--- src/design/wkdsp_pkg.sv ---
// Package of encodings, field positions and reset values for the wake/irq/display write block
package wkdsp_pkg;

    // Instruction word layout
    localparam int INSTR_W = 16;
    localparam int NIB_W = 4;
    localparam int FLAG_W = 8;
    localparam int DISP_ADDR_W = 5;
    localparam int MEM_ADDR_W = 7;
    localparam int WREG_ADDR_W = 4;

    // Eight-bit opcode prefix in bits 15..8, operand in bits 7..0
    localparam int OP8_HI = 15;
    localparam int OP8_LO = 8;
    localparam logic [7:0] OP8_HOLD_FLAGS = 8'h42;
    localparam logic [7:0] OP8_IRQ_FLAGS = 8'h51;
    localparam logic [7:0] OP8_OUT_TYPE = 8'h01;

    // Seven-bit opcode prefix in bits 15..9 for display RAM writes
    localparam int OP7_HI = 15;
    localparam int OP7_LO = 9;
    localparam logic [6:0] OP7_DISP_FROM_ACC = 7'h03;
    localparam logic [6:0] OP7_DISP_FROM_WREG = 7'h12;
    localparam logic [6:0] OP7_DISP_FROM_IMM = 7'h02;

    // Nine-bit opcode prefix in bits 15..7 for the memory-to-accumulator move
    localparam int OP9_HI = 15;
    localparam int OP9_LO = 7;
    localparam logic [8:0] OP9_ACC_FROM_MEM = 9'h09D;

    // Operand fields
    localparam int IMM8_HI = 7;
    localparam int IMM8_LO = 0;
    localparam int DADDR_HI = 8;
    localparam int DADDR_LO = 4;
    localparam int NIB_HI = 3;
    localparam int NIB_LO = 0;
    localparam int MADDR_HI = 6;
    localparam int MADDR_LO = 0;
    localparam logic [3:0] ACC_FORM_TAIL = 4'h0;

    // Source bit positions shared by both flag sets
    localparam int SRC_DIV0 = 0;
    localparam int SRC_TMR0 = 1;
    localparam int SRC_PORT = 2;
    localparam int SRC_DIV1 = 4;
    localparam int SRC_TMR1 = 7;

    // Implemented flag bits; bits 3, 5 and 6 have no function
    localparam logic [7:0] FLAG_IMPL_MASK = 8'h97;

    // Reset values
    localparam logic [7:0] HOLD_FLAGS_RST = 8'h00;
    localparam logic [7:0] IRQ_FLAGS_RST = 8'h00;
    localparam logic [7:0] OUT_TYPE_RST = 8'h00;
    localparam logic [3:0] NIB_RST = 4'h0;

    // Last executed operation, reported on a status output
    typedef enum logic [2:0] {
        WKDSP_OP_NONE = 3'h0,
        WKDSP_OP_HOLD = 3'h1,
        WKDSP_OP_IRQ = 3'h2,
        WKDSP_OP_TYPE = 3'h3,
        WKDSP_OP_DISP = 3'h4,
        WKDSP_OP_LOAD = 3'h5
    } wkdsp_op_type;

endpackage

--- src/design/wkdsp_nibble_ram.sv ---
// Display nibble RAM: one write port from the core, one registered read port for the display
`timescale 1ns/1ps
`default_nettype none

module wkdsp_nibble_ram #(
    parameter int DEPTH = 32,
    parameter int ADDR_W = 5,
    parameter int DATA_W = 4
) (
    // Clock and reset
    input wire logic core_clk,
    input wire logic sys_rst,
    // Write port
    input wire logic wr_en,
    input wire logic [ADDR_W-1:0] wr_addr,
    input wire logic [DATA_W-1:0] wr_data,
    // Read port
    input wire logic [ADDR_W-1:0] rd_addr,
    output logic [DATA_W-1:0] rd_data_ff
);

    initial begin
        if (DEPTH > (1 << ADDR_W) || DEPTH < 1 || DATA_W < 1) begin
            $error("wkdsp_nibble_ram: depth does not fit the address width");
        end
    end

    // No reset on the array: contents are undefined until software writes them
    logic [DATA_W-1:0] mem_ff [DEPTH];

    always_ff @(posedge core_clk) begin
        if (wr_en && (32'(wr_addr) < DEPTH)) begin
            mem_ff[wr_addr] <= wr_data;
        end
    end

    always_ff @(posedge core_clk or posedge sys_rst) begin
        if (sys_rst) begin
            rd_data_ff <= '0;
        end else if (32'(rd_addr) < DEPTH) begin
            rd_data_ff <= mem_ff[rd_addr];
        end else begin
            rd_data_ff <= '0;
        end
    end

endmodule

`default_nettype wire

--- src/design/wkdsp_exec.sv ---
// Execution unit for hold-wake flags, interrupt-accept flags, output type and display RAM writes
//
// How it works
// - each instruction completes in one machine cycle
// - hold-wake load copies operand bits to flags
// - bit I0 wakes on divider zero overflow
// - bit I1 wakes on timer zero underflow
// - bit I2 wakes on port input change
// - bit I4 wakes on divider one overflow
// - bit I7 wakes on timer one underflow
// - interrupt load copies operand bits to flags
// - bit I0 accepts divider zero interrupt
// - bit I1 accepts timer zero interrupt
// - bit I2 accepts port change interrupt
// - bit I4 accepts divider one interrupt
// - bit I7 accepts timer one interrupt
// - direct mode: zero push-pull, one open-drain
// - accumulator nibble written to display RAM
// - working register nibble written to display RAM
// - immediate nibble written to display RAM
// - memory move loads accumulator, updates zero flag
`timescale 1ns/1ps
`default_nettype none

module wkdsp_exec #(
    parameter int DISP_DEPTH = 32,
    parameter int PORT_W = 4
) (
    // Clock and reset
    input wire logic core_clk,
    input wire logic sys_rst,
    // Instruction from the core decoder
    input wire logic instr_valid,
    input wire logic [wkdsp_pkg::INSTR_W-1:0] instr_word,
    // Operands presented by the datapath with the instruction
    input wire logic [wkdsp_pkg::NIB_W-1:0] accumulator,
    input wire logic [wkdsp_pkg::NIB_W-1:0] wreg_rd_data,
    input wire logic [wkdsp_pkg::NIB_W-1:0] mem_rd_data,
    // Accumulator load result
    output logic acc_load_ff,
    output logic [wkdsp_pkg::NIB_W-1:0] acc_load_data_ff,
    output logic zero_flag_ff,
    // Completion and status
    output logic instr_done_ff,
    output logic [2:0] last_op_ff,
    // Event sources on the core clock, one-cycle pulses
    input wire logic div0_overflow,
    input wire logic tmr0_underflow,
    input wire logic div1_overflow,
    input wire logic tmr1_underflow,
    // Change-detect input port pins
    input wire logic [PORT_W-1:0] change_detect_input_port,
    // Hold control
    input wire logic in_hold,
    output logic hold_release_ff,
    // Interrupt acceptance
    output logic [wkdsp_pkg::FLAG_W-1:0] irq_accept_ff,
    // Flag state
    output logic [wkdsp_pkg::FLAG_W-1:0] hold_wake_enable_flags_ff,
    output logic [wkdsp_pkg::FLAG_W-1:0] interrupt_accept_flags_ff,
    // Segment pins in direct-output mode
    input wire logic seg_direct_mode,
    output logic [wkdsp_pkg::FLAG_W-1:0] seg_open_drain_ff,
    // Display read port for the waveform generator
    input wire logic [wkdsp_pkg::DISP_ADDR_W-1:0] disp_rd_addr,
    output logic [wkdsp_pkg::NIB_W-1:0] disp_rd_data_ff
);

    initial begin
        if (DISP_DEPTH < 1 || DISP_DEPTH > (1 << wkdsp_pkg::DISP_ADDR_W)) begin
            $error("wkdsp_exec: display depth does not fit the address field");
        end
        if (PORT_W < 1) begin
            $error("wkdsp_exec: port width must be at least one");
        end
    end

    ////////////////////////////////////////////////////////////////////////////
    // Decode

    logic [7:0] op8;
    logic [6:0] op7;
    logic [8:0] op9;
    logic [7:0] imm8;
    logic [wkdsp_pkg::NIB_W-1:0] imm4;
    logic [wkdsp_pkg::DISP_ADDR_W-1:0] disp_addr;
    logic dec_hold;
    logic dec_irq;
    logic dec_type;
    logic dec_disp_acc;
    logic dec_disp_wreg;
    logic dec_disp_imm;
    logic dec_load;

    assign op8 = instr_word[wkdsp_pkg::OP8_HI:wkdsp_pkg::OP8_LO];
    assign op7 = instr_word[wkdsp_pkg::OP7_HI:wkdsp_pkg::OP7_LO];
    assign op9 = instr_word[wkdsp_pkg::OP9_HI:wkdsp_pkg::OP9_LO];
    assign imm8 = instr_word[wkdsp_pkg::IMM8_HI:wkdsp_pkg::IMM8_LO];
    assign imm4 = instr_word[wkdsp_pkg::NIB_HI:wkdsp_pkg::NIB_LO];
    assign disp_addr = instr_word[wkdsp_pkg::DADDR_HI:wkdsp_pkg::DADDR_LO];

    // Prefixes are chosen so that no two overlap; the ACC form also needs a zero tail
    always_comb begin
        dec_hold = 1'b0;
        dec_irq = 1'b0;
        dec_type = 1'b0;
        dec_disp_acc = 1'b0;
        dec_disp_wreg = 1'b0;
        dec_disp_imm = 1'b0;
        dec_load = 1'b0;
        if (!instr_valid) begin
            dec_hold = 1'b0;
        end else if (op8 == wkdsp_pkg::OP8_HOLD_FLAGS) begin
            dec_hold = 1'b1;
        end else if (op8 == wkdsp_pkg::OP8_IRQ_FLAGS) begin
            dec_irq = 1'b1;
        end else if (op8 == wkdsp_pkg::OP8_OUT_TYPE) begin
            dec_type = 1'b1;
        end else if (op7 == wkdsp_pkg::OP7_DISP_FROM_ACC && imm4 == wkdsp_pkg::ACC_FORM_TAIL) begin
            dec_disp_acc = 1'b1;
        end else if (op7 == wkdsp_pkg::OP7_DISP_FROM_WREG) begin
            dec_disp_wreg = 1'b1;
        end else if (op7 == wkdsp_pkg::OP7_DISP_FROM_IMM) begin
            dec_disp_imm = 1'b1;
        end else if (op9 == wkdsp_pkg::OP9_ACC_FROM_MEM) begin
            dec_load = 1'b1;
        end
    end

    logic dec_any;
    logic dec_disp;

    assign dec_disp = dec_disp_acc | dec_disp_wreg | dec_disp_imm;
    assign dec_any = dec_hold | dec_irq | dec_type | dec_disp | dec_load;

    ////////////////////////////////////////////////////////////////////////////
    // Completion pulse and last operation

    always_ff @(posedge core_clk or posedge sys_rst) begin
        if (sys_rst) begin
            instr_done_ff <= 1'b0;
        end else begin
            instr_done_ff <= dec_any;
        end
    end

    wkdsp_pkg::wkdsp_op_type nxt_last_op;

    always_comb begin
        if (dec_hold) begin
            nxt_last_op = wkdsp_pkg::WKDSP_OP_HOLD;
        end else if (dec_irq) begin
            nxt_last_op = wkdsp_pkg::WKDSP_OP_IRQ;
        end else if (dec_type) begin
            nxt_last_op = wkdsp_pkg::WKDSP_OP_TYPE;
        end else if (dec_disp) begin
            nxt_last_op = wkdsp_pkg::WKDSP_OP_DISP;
        end else if (dec_load) begin
            nxt_last_op = wkdsp_pkg::WKDSP_OP_LOAD;
        end else begin
            nxt_last_op = wkdsp_pkg::wkdsp_op_type'(last_op_ff);
        end
    end

    always_ff @(posedge core_clk or posedge sys_rst) begin
        if (sys_rst) begin
            last_op_ff <= wkdsp_pkg::WKDSP_OP_NONE;
        end else begin
            last_op_ff <= nxt_last_op;
        end
    end

    ////////////////////////////////////////////////////////////////////////////
    // Flag registers

    always_ff @(posedge core_clk or posedge sys_rst) begin
        if (sys_rst) begin
            hold_wake_enable_flags_ff <= wkdsp_pkg::HOLD_FLAGS_RST;
        end else if (dec_hold) begin
            hold_wake_enable_flags_ff <= imm8 & wkdsp_pkg::FLAG_IMPL_MASK;
        end
    end

    always_ff @(posedge core_clk or posedge sys_rst) begin
        if (sys_rst) begin
            interrupt_accept_flags_ff <= wkdsp_pkg::IRQ_FLAGS_RST;
        end else if (dec_irq) begin
            interrupt_accept_flags_ff <= imm8 & wkdsp_pkg::FLAG_IMPL_MASK;
        end
    end

    ////////////////////////////////////////////////////////////////////////////
    // Segment output type

    logic [wkdsp_pkg::FLAG_W-1:0] out_type_ff;

    always_ff @(posedge core_clk or posedge sys_rst) begin
        if (sys_rst) begin
            out_type_ff <= wkdsp_pkg::OUT_TYPE_RST;
        end else if (dec_type) begin
            out_type_ff <= imm8;
        end
    end

    // open-drain select
    // Outside direct mode the pins carry the LCD waveform, so no group is open-drain
    always_ff @(posedge core_clk or posedge sys_rst) begin
        if (sys_rst) begin
            seg_open_drain_ff <= wkdsp_pkg::OUT_TYPE_RST;
        end else if (seg_direct_mode) begin
            seg_open_drain_ff <= dec_type ? imm8 : out_type_ff;
        end else begin
            seg_open_drain_ff <= '0;
        end
    end

    ////////////////////////////////////////////////////////////////////////////
    // Port change detection

    logic [PORT_W-1:0] port_meta_ff;
    logic [PORT_W-1:0] port_sync_ff;
    logic [PORT_W-1:0] port_prev_ff;
    logic port_primed_ff;
    logic port_change;

    // Pins are asynchronous; the first stage feeds only the second
    always_ff @(posedge core_clk or posedge sys_rst) begin
        if (sys_rst) begin
            port_meta_ff <= '0;
            port_sync_ff <= '0;
        end else begin
            port_meta_ff <= change_detect_input_port;
            port_sync_ff <= port_meta_ff;
        end
    end

    // The primed bit masks only the first cycle after reset; a nonzero first synchronised sample still counts as a change
    always_ff @(posedge core_clk or posedge sys_rst) begin
        if (sys_rst) begin
            port_prev_ff <= '0;
            port_primed_ff <= 1'b0;
        end else begin
            port_prev_ff <= port_sync_ff;
            port_primed_ff <= 1'b1;
        end
    end

    assign port_change = port_primed_ff && (port_sync_ff != port_prev_ff);

    ////////////////////////////////////////////////////////////////////////////
    // Event sources, hold release and interrupt acceptance

    logic [wkdsp_pkg::FLAG_W-1:0] event_vec;

    always_comb begin
        event_vec = '0;
        event_vec[wkdsp_pkg::SRC_DIV0] = div0_overflow;
        event_vec[wkdsp_pkg::SRC_TMR0] = tmr0_underflow;
        event_vec[wkdsp_pkg::SRC_PORT] = port_change;
        event_vec[wkdsp_pkg::SRC_DIV1] = div1_overflow;
        event_vec[wkdsp_pkg::SRC_TMR1] = tmr1_underflow;
    end

    logic [wkdsp_pkg::FLAG_W-1:0] wake_hit;

    for (genvar i = 0; i < wkdsp_pkg::FLAG_W; i++) begin : g_src
        if (wkdsp_pkg::FLAG_IMPL_MASK[i]) begin : g_impl
            assign wake_hit[i] = event_vec[i] & hold_wake_enable_flags_ff[i];
            always_ff @(posedge core_clk or posedge sys_rst) begin
                if (sys_rst) begin
                    irq_accept_ff[i] <= 1'b0;
                end else begin
                    irq_accept_ff[i] <= event_vec[i] & interrupt_accept_flags_ff[i];
                end
            end
        end else begin : g_rsvd
            assign wake_hit[i] = 1'b0;
            always_ff @(posedge core_clk or posedge sys_rst) begin
                if (sys_rst) begin
                    irq_accept_ff[i] <= 1'b0;
                end else begin
                    irq_accept_ff[i] <= 1'b0;
                end
            end
        end
    end

    always_ff @(posedge core_clk or posedge sys_rst) begin
        if (sys_rst) begin
            hold_release_ff <= 1'b0;
        end else begin
            hold_release_ff <= in_hold & (|wake_hit);
        end
    end

    ////////////////////////////////////////////////////////////////////////////
    // Display RAM write

    logic disp_wr_en;
    logic [wkdsp_pkg::NIB_W-1:0] disp_wr_data;

    always_comb begin
        if (dec_disp_acc) begin
            disp_wr_data = accumulator;
        end else if (dec_disp_wreg) begin
            disp_wr_data = wreg_rd_data;
        end else begin
            disp_wr_data = imm4;
        end
    end

    assign disp_wr_en = dec_disp;

    wkdsp_nibble_ram #(
        .DEPTH(DISP_DEPTH),
        .ADDR_W(wkdsp_pkg::DISP_ADDR_W),
        .DATA_W(wkdsp_pkg::NIB_W)
    ) u_disp_ram (
        .core_clk(core_clk),
        .sys_rst(sys_rst),
        .wr_en(disp_wr_en),
        .wr_addr(disp_addr),
        .wr_data(disp_wr_data),
        .rd_addr(disp_rd_addr),
        .rd_data_ff(disp_rd_data_ff)
    );

    ////////////////////////////////////////////////////////////////////////////
    // Memory to accumulator move

    always_ff @(posedge core_clk or posedge sys_rst) begin
        if (sys_rst) begin
            acc_load_ff <= 1'b0;
        end else begin
            acc_load_ff <= dec_load;
        end
    end

    always_ff @(posedge core_clk or posedge sys_rst) begin
        if (sys_rst) begin
            acc_load_data_ff <= wkdsp_pkg::NIB_RST;
            zero_flag_ff <= 1'b0;
        end else if (dec_load) begin
            acc_load_data_ff <= mem_rd_data;
            zero_flag_ff <= (mem_rd_data == wkdsp_pkg::NIB_RST);
        end
    end

endmodule

`default_nettype wire

--- config.mk ---
export PLATFORM = sky130hd
export DESIGN_NAME = wkdsp_exec
export DESIGN_NICKNAME = d
export VERILOG_FILES = /design/src/design/wkdsp_pkg.sv /design/src/design/wkdsp_nibble_ram.sv /design/src/design/wkdsp_exec.sv
export SDC_FILE = /design/constraint.sdc
export NUM_CORES = 1
export LEC_CHECK = 0
export BUFFER_PORTS_ARGS = -buffer_cell sky130_fd_sc_hd__buf_2
export CAP_MARGIN = 40
export CORE_ASPECT_RATIO = 1.2
export CORE_UTILIZATION = 50
export CTS_CLUSTER_DIAMETER = 120
export DETAILED_ROUTE_END_ITERATION = 8
export PLACE_DENSITY = 0.79
export REMOVE_ABC_BUFFERS = 1
export SLEW_MARGIN = 10
export SYNTH_ARGS = -nofsm -noshare
export SYNTH_HDL_FRONTEND = slang
export SYNTH_SLANG_ARGS = --single-unit
--- constraint.sdc ---
create_clock -name core_clk -period 2.35 [get_ports core_clk]
set_clock_uncertainty 0.2 [all_clocks]
set_input_delay 0.235 -clock core_clk [delete_from_list [all_inputs] [get_ports core_clk]]
set_output_delay 0.235 -clock core_clk [all_outputs]
set_load 0.01 [all_outputs]
# Word level (Yosys, flattened, before mapping)
# Memories as Yosys holds them, arrays and structs flattened. A register that Yosys moved wholly into a read port is not among the register bits.
# Index checks and enable logic that the tools add are counted.
# word_totals
regBits,55
mem_count,1
output_inout_bits,47
ram_bits,128
elab_cells,97
# classes
bitwise_logic,17
n_mux,46
n_reduce_logical,6
n_eq_ne,8
# mem_list
name,words,word_bits,read_ports,rd_clocked_by_memory_dff,wr,line,text
u_disp_ram.mem_ff,32,4,1,1,1,wkdsp_nibble_ram.sv:29,logic [DATA_W-1:0] mem_ff [DEPTH];
# ops
operator,count
$mux 1,37
$eq 8x7->1 const B,2
$mux 8,2
$mux 3,5
$eq 7x2->1 const B,2
$and 1x1->1,11
$eq 9x8->1 const B,1
$eq 8x1->1 const B,1
$logic_not 4->1,2
$mux 4,2
$eq 7x5->1 const B,1
$or 1x1->1,6
$reduce_bool 5->1,1
$reduce_or 5->1,1
$ne 4x4->1,1
$logic_and 1x1->1,2

# Logic depth before layout (Yosys ltp)
# Gate-level depths: netlist of run 1.
# depth
word_depth,14
mapped_depth,5
mapped_depth_nobuf,4

# Cells and area by module
# Synthesis of run 1 repeated with hierarchy kept, for this count alone.
# hier_totals
hier_cells,397
area_unflattened_um2,7415.9
# modules_own_cells
module,seq_area_each_um2,area_per_inst_um2,instances,cells_each
wkdsp_nibble_ram,3943.8,5162.5,1,232
wkdsp_exec,1376.3,2253.4,1,165

# Least setup slack after synthesis of run 1
# No wires, ideal clock.
# synth_path
path_type,in2reg
start,input port instr_word[11] (netlist bit)
end,memory u_disp_ram.mem_ff[0][0] (data pin)
path_buffers,1
setup_slack_ns,-0.067
stages,5
arrival_ns,1.825
setup_ns,0.392
t_required_ns,1.758
cell_sequence,or4b_1 > or4_1 > clkbuf_1 > mux2i_1 > nand2_1
# synth_via
elab_chain_len,9
# synth_rtl
item,line,text
from (decl),wkdsp_exec.sv:34,"input wire logic [wkdsp_pkg::INSTR_W-1:0] instr_word,"
$eq 7x5->1 / $eq 7x2->1 (equally long branches),"wkdsp_exec.sv:121, wkdsp_exec.sv:119",
$mux 1 / $logic_and 1x1->1 (equally long branches),"wkdsp_exec.sv:121, wkdsp_exec.sv:119",
$mux 1,wkdsp_exec.sv:119,end else if (op7 == wkdsp_pkg::OP7_DISP_FROM_ACC && imm4 == wkdsp_pkg::ACC_FORM_TAIL) begin
$mux 1,wkdsp_exec.sv:117,end else if (op8 == wkdsp_pkg::OP8_OUT_TYPE) begin
$mux 1,wkdsp_exec.sv:115,end else if (op8 == wkdsp_pkg::OP8_IRQ_FLAGS) begin
$mux 1,wkdsp_exec.sv:113,end else if (op8 == wkdsp_pkg::OP8_HOLD_FLAGS) begin
$mux 1,wkdsp_exec.sv:111,if (!instr_valid) begin
$mux 4,wkdsp_exec.sv:305,end else if (dec_disp_wreg) begin
$mux 4 (*),wkdsp_exec.sv:303,if (dec_disp_acc) begin
"net disp_wr_data, one bit",wkdsp_exec.sv:300,logic [wkdsp_pkg::NIB_W-1:0] disp_wr_data;
to (decl),wkdsp_nibble_ram.sv:29,
# The timed path passes the listed nets; every way through them passes the cells marked *.

# Worst setup path after layout of run 1
# layout_path
start,input port instr_word[2] (netlist bit)
end,"memory u_disp_ram.mem_ff[31][3], enable pin"
# layout_via
elab_chain_len,11
# layout_rtl
item,line,text
$logic_not 4->1 (*),wkdsp_exec.sv:119,
$logic_and 1x1->1 (*),wkdsp_exec.sv:119,
$mux 1,wkdsp_exec.sv:119,
$mux 1,wkdsp_exec.sv:117,
$mux 1,wkdsp_exec.sv:115,
$mux 1,wkdsp_exec.sv:113,
$mux 1,wkdsp_exec.sv:111,
$or 1x1->1,wkdsp_exec.sv:133,assign dec_disp = dec_disp_acc | dec_disp_wreg | dec_disp_imm;
$or 1x1->1 (*),wkdsp_exec.sv:133,
$mux 1 (*),wkdsp_nibble_ram.sv:32,if (wr_en && (32'(wr_addr) < DEPTH)) begin
$mux 1 (implied by the code) (*),wkdsp_nibble_ram.sv:33,mem_ff[wr_addr] <= wr_data;
# Every way passes the cells marked *; elsewhere a longest branch is shown, timed or not.

==> flow_metrics.env, run 1 <==
export IMPL_yosys_top_cells_area="edfxtp_1, dfrtp_1, mux4_2"
export IMPL_ios=93
export IMPL_initial_utilization=0.512
export IMPL_crit_fanout=8
export IMPL_power_total_w=0.00686
export IMPL_maxSlewViolCount=0
export IMPL_ir_drop_v=0.000439
export IMPL_dp_hpwl_um=10200
export IMPL_critPathSlowestCell="dlygate4sd3_1"
export IMPL_final_common_cell="edfxtp_1"
export IMPL_syn_area_per_cell_um2=18.8
export IMPL_grtUsageTotal=0.221
export IMPL_hp_class="in -> reg"
export IMPL_critPathArrivalTime_ns=2.23
export IMPL_die_h_um=135
export IMPL_fin_crit_sh=0.978
export IMPL_synth_top_area_share=0.523
export IMPL_clockBufferDepth=2
export IMPL_ys_warn_count=0
export IMPL_powerDensity_nw_per_um2=744
export IMPL_cts_setup_buffers=0
export IMPL_crit_chain="dlygate4sd3_1 -> buf_2 -> or4_4 -> o21ai_1 -> buf_4 -> nand4_1 -> buf_4 -> nor2_1 -> buf_4"
export IMPL_fin_nets=602
export IMPL_ys_flop_type="edfxtp_1"
export IMPL_worstSkewPairLatency_ns=0.42
export IMPL_antenna_found_initial=0
export IMPL_gr_total_overflow=0
export IMPL_drv_cap=0
export IMPL_yosysSeqAreaShare=0.723
export IMPL_drive_gt1_frac=0.431
export IMPL_wl_per_cell_um=20.7
export IMPL_rsz0062_at_grt="false"
export IMPL_worst_setup_path_type="in -> reg"
export IMPL_fin_area_um2=9210
export IMPL_synth_area_leader_cell="edfxtp_1"
export IMPL_min_period_ns=2.30
export IMPL_cts_clk_slew_worst_paths_ns=0.07
export IMPL_setup_viol=0
export IMPL_leakage_nw=3.66
export IMPL_gp_congestion=0.849
export IMPL_netlist_area_um2=7350
export IMPL_dp_cells=690
export IMPL_drtIter0Drc=238
export IMPL_critPathBufInv=5
export IMPL_vias_per_cell=5.58
export IMPL_final_cell_mix="edfxtp_1, buf_2, dfrtp_1"
export IMPL_grt_max_degree=60
export IMPL_synth_seq_cells=187
export IMPL_grt_pass1_wl_um=24400
export IMPL_instances_no_fill=744
export IMPL_cts_tree="built"
export IMPL_crit_top_cell="buf_4"
export IMPL_postSynthCellCount=392
export IMPL_cp_top_family="buffers and inverters"
export IMPL_fin_util=0.642
export IMPL_cp_end_kind="register"
export IMPL_clock_fmax_mhz=435
export IMPL_drc=0
export IMPL_clockRootBuffer="clkbuf_16"
export IMPL_hold_viol=0
export IMPL_num_rows=48
export IMPL_status="finished clean"
export IMPL_fp_coreArea_um2=14400
export IMPL_fp_dieW_um=113
export IMPL_cp_data_required_time_ns=2.28
export IMPL_n_antenna_cell=0
export IMPL_grt_pass1_vias=4527
export IMPL_cts_sinks=187
export IMPL_cts_htree_levels=4
export IMPL_async_flop_share=0.316
export IMPL_routed_wl_um=15400
export IMPL_slowest_delay_ns=0.53
export IMPL_die_area_um2=15200
export IMPL_area_growth_pct=25.3
export IMPL_vias=4154
export IMPL_ant_nets=0
export IMPL_yosysUniqueCellTypes=42
export IMPL_startpoint_type="primary input"
export IMPL_setup_tns_ns=0
export IMPL_synth_edf_count=128
export IMPL_place_area_um2=8380
export IMPL_numCtsBuffers=17
export IMPL_dr_pass1_iters=4
export IMPL_io_buffers=83
## repair_timing
item,CTS,global route
resized for setup,0,6
hold buffers,22,0
endpoints found under the hold margin,98,0
setup endpoints to repair,0,62
## sequential cells by signal, indices dropped and copies added (netlist names), 5 cells and up
signal / count
u_disp_ram.mem_ff: 128
out_type_ff: 8
seg_open_drain_ff: 8
hold_wake_enable_flags_ff: 5
interrupt_accept_flags_ff: 5
irq_accept_ff: 5
## metal layers
| metal | track usage | wire length [um] |
|---|---|---|
| met2 | 0.384 | 8290 |
| met5 | 0 | 0 |
| met1 | 0.264 | 5820 |
| met3 | 0.0637 | 1060 |
| met4 | 0.0822 | 262 |
## cell usage after synthesis (3+ instances only)
library cell,instances
buf_1,4
xnor2_1,5
mux2_2,25
mux4_2,40
mux2i_1,4
inv_1,3
nand4b_1,3
edfxtp_1,128
nand3_1,5
nand2_1,10
nand4_1,3
clkbuf_1,5
buf_4,9
dfrtp_1,59
nand2b_1,4
buf_6,3
nand3b_1,3
nor2_1,36
and2_1,12
## where the power goes
part	switching [W]	total [W]	leakage (nW)	internal, W
clock network	0.00132	0.00277	0.290	0.00145
registers	0.0000269	0.00361	1.92	0.00358
logic	0.000246	0.000482	1.45	0.000236
## per-stage QoR
stage	hold slack, ns	setup slack, ns
final	0.0482	0.0507
after global routing	0.0461	0.00685
after CTS	0.0188	0.0140
after detailed placement	0.117	-0.109
after global placement	0.104	-0.0607
after floorplan	0.0664	-0.0475
## logic make-up after synthesis
| kind of cell | after synthesis | share of synthesized area |
|---|---|---|
| XOR/XNOR | 5 | 0.00595 |
| AND/OR/NAND/NOR | 92 | 0.0689 |
| other | 2 | 0.00102 |
| AO/OA/AOI/OAI | 10 | 0.0109 |
| multiplexers | 71 | 0.169 |
| buffers and inverters | 25 | 0.0206 |
| flip-flops | 187 | 0.723 |
## final timing paths
check | slack [ns] | end | cells past startpoint | from
max reg2reg | 0.33 | u_disp_ram.rd_data_ff[0] | 3 | u_disp_ram.mem_ff[15][0]
max in group asynchronous | 1.46 | u_disp_ram.rd_data_ff[2] | 4 | sys_rst
min | 0.05 | out_type_ff[6] | 2 | instr_word[6]
min reg2reg | 0.15 | port_sync_ff[3] | 0 | port_meta_ff[3]
min in group asynchronous | 0.21 | hold_release_ff | 4 | sys_rst
max | 0.05 | u_disp_ram.mem_ff[31][3] | 9 | instr_word[2]
## layout make-up
cell class,instances,area (um2)
clock buffer,18,439
clock inverter,14,153
fill,941,5140
inverter,3,11.3
multi-input combinational,188,1930
sequential,187,5320
tap,175,219
timing repair buffer,159,1140
(Power assumes the default switching activity.)
==> inputs of run 2 (changes only) <==
MAX_ROUTING_LAYER = met4   (was unset)
==> run 2 against run 1 <==
Die area unchanged. Via count fell by 0.12%. Count of clock-buffer cells in the layout did not move. Cell count is the same. Power is essentially flat. Wire length increased by 0.21%. Worst setup slack lost 0.0025 ns. Core utilization stayed put. Non-clock buffer count unchanged. Sequential power barely moved. Critical endpoint is now u_disp_ram.mem_ff[0][2]. Clock power barely moved.
==> flow_metrics.env, run 2 (synthesized netlist as in run 1, its figures left out) <==
export IMPL_setup_viol=0
export IMPL_fin_util=0.642
export IMPL_ant_nets=0
export IMPL_use_met1=0.270
export IMPL_ir_drop_v=0.000438
export IMPL_met2_usage=0.384
export IMPL_fp_coreArea_um2=14400
export IMPL_clock_fmax_mhz=434
export IMPL_cp_data_required_time_ns=2.29
export IMPL_n_antenna_cell=0
export IMPL_die_h_um=135
export IMPL_worstSkewPairLatency_ns=0.42
export IMPL_status="finished clean"
export IMPL_fin_hold_ws_ns=0.0464
export IMPL_grt_pass1_vias=4517
export IMPL_fp_dieW_um=113
export IMPL_top_register="u_disp_ram.mem_ff"
export IMPL_num_rows=48
export IMPL_drc=0
export IMPL_maxSlewViolCount=0
export IMPL_die_area_um2=15200
export IMPL_numCtsBuffers=17
export IMPL_ios=93
export IMPL_min_period_ns=2.30
export IMPL_largest_reg_flops=128
export IMPL_drv_cap=0
export IMPL_gr_total_overflow=0
export IMPL_fin_crit_sh=0.979
export IMPL_leakage_nw=3.66
export IMPL_clockBufferDepth=2
export IMPL_grt_pass1_wl_um=24500
export IMPL_io_buffers=83
export IMPL_cts_tree="built"
export IMPL_routed_wl_um=15500
export IMPL_worst_setup_path_type="in -> reg"
export IMPL_hold_viol=0
export IMPL_powerDensity_nw_per_um2=744
export IMPL_drive_gt1_frac=0.431
export IMPL_grtUsageTotal=0.228
export IMPL_vias=4149
export IMPL_fin_nets=602
export IMPL_use_met3=0.0552
export IMPL_cts_htree_levels=4
export IMPL_cts_sinks=187
export IMPL_wl_per_cell_um=20.8
export IMPL_area_growth_pct=25.3
export IMPL_clockRootBuffer="clkbuf_16"
export IMPL_cp_end_kind="register"
export IMPL_antenna_found_initial=0
export IMPL_startpoint_type="primary input"
export IMPL_drtIter0Drc=277
export IMPL_rsz0062_at_grt="false"
export IMPL_top_regs="u_disp_ram.mem_ff x128, out_type_ff x8, seg_open_drain_ff x8"
export IMPL_fillers=941
export IMPL_vias_per_cell=5.58
export IMPL_busiest_layer="met2"
export IMPL_gp_congestion=0.862
export IMPL_dp_hpwl_um=10200
export IMPL_power_total_w=0.00686
export IMPL_dr_pass1_iters=5
export IMPL_hp_class="in -> reg"
export IMPL_initial_utilization=0.512
export IMPL_grt_max_degree=60
export IMPL_critPathArrivalTime_ns=2.24
export IMPL_final_common_cell="edfxtp_1"
export IMPL_cts_clk_slew_worst_paths_ns=0.07
export IMPL_crit_fanout=8
export IMPL_final_cell_mix="edfxtp_1, buf_2, dfrtp_1"
run 2: cell counts in the layout (fill, tap and decap cells not counted):
No cell type changed its count.
run 2: final timing paths:
kind	end	slack, ns	from	cells past startpoint
worst max-delay path	u_disp_ram.mem_ff[0][2]	0.05	instr_word[2]	9
worst min-delay path	out_type_ff[6]	0.05	instr_word[6]	2
worst max register to register	u_disp_ram.rd_data_ff[0]	0.34	u_disp_ram.mem_ff[15][0]	3
worst min register to register	port_sync_ff[3]	0.15	port_meta_ff[3]	0
max in group asynchronous	u_disp_ram.rd_data_ff[1]	1.46	sys_rst	4
min in group asynchronous	port_prev_ff[3]	0.20	sys_rst	4
run 2: final cells by class:
class | instances | area [um2] | share of cell area
Tap cell | 175 | 219 | 0.0238
Clock buffer | 18 | 439 | 0.0477
Multi-Input combinational cell | 188 | 1930 | 0.209
Inverter | 3 | 11.3 | 0.00122
Timing Repair Buffer | 159 | 1140 | 0.124
Clock inverter | 14 | 153 | 0.0166
Sequential cell | 187 | 5320 | 0.577
run 2: through the flow:
| step | instances | setup TNS (ns) | cell area, um2 | worst slack (ns) |
|---|---|---|---|---|
| 3_3_place_gp | 690 | -6.51 | 8380 | -0.0607 |
| 2_1_floorplan | 378 | -6.08 | 7240 | -0.0475 |
| 6_report | 744 | 0 | 9210 | 0.0482 |
| 5_1_grt | 744 | 0 | 9210 | 0.00533 |
| 4_1_cts | 744 | 0 | 9200 | 0.0140 |
| 3_5_place_dp | 690 | -11.92 | 8380 | -0.109 |
run 2: worst max-delay path, cell delays in order:
cell and delay (ns):
dlygate4sd3_1 0.53, buf_2 0.16, or4_4 0.42, o21ai_1 0.14, buf_4 0.15, nand4bb_1 0.11, buf_4 0.20, nor2_1 0.12
buf_4 0.17
run 2: power breakdown:
part	internal (W)	switching, W
sequential	0.00358	0.0000273
clock	0.00145	0.00132
combinational	0.000236	0.000246
run 2: timing repair:
item                       CTS  global route
hold buffers                22             0
setup endpoints to repair    0            67
gates resized for setup      0             6
hold endpoints to repair    98             0
setup buffers                0             0
run 2: per-layer routing:
metal | wire (um) | part of all wire
met3 | 881 | 0.057
met4 | 328 | 0.021
met5 | 0 | 0
met1 | 6010 | 0.39
met2 | 8250 | 0.53
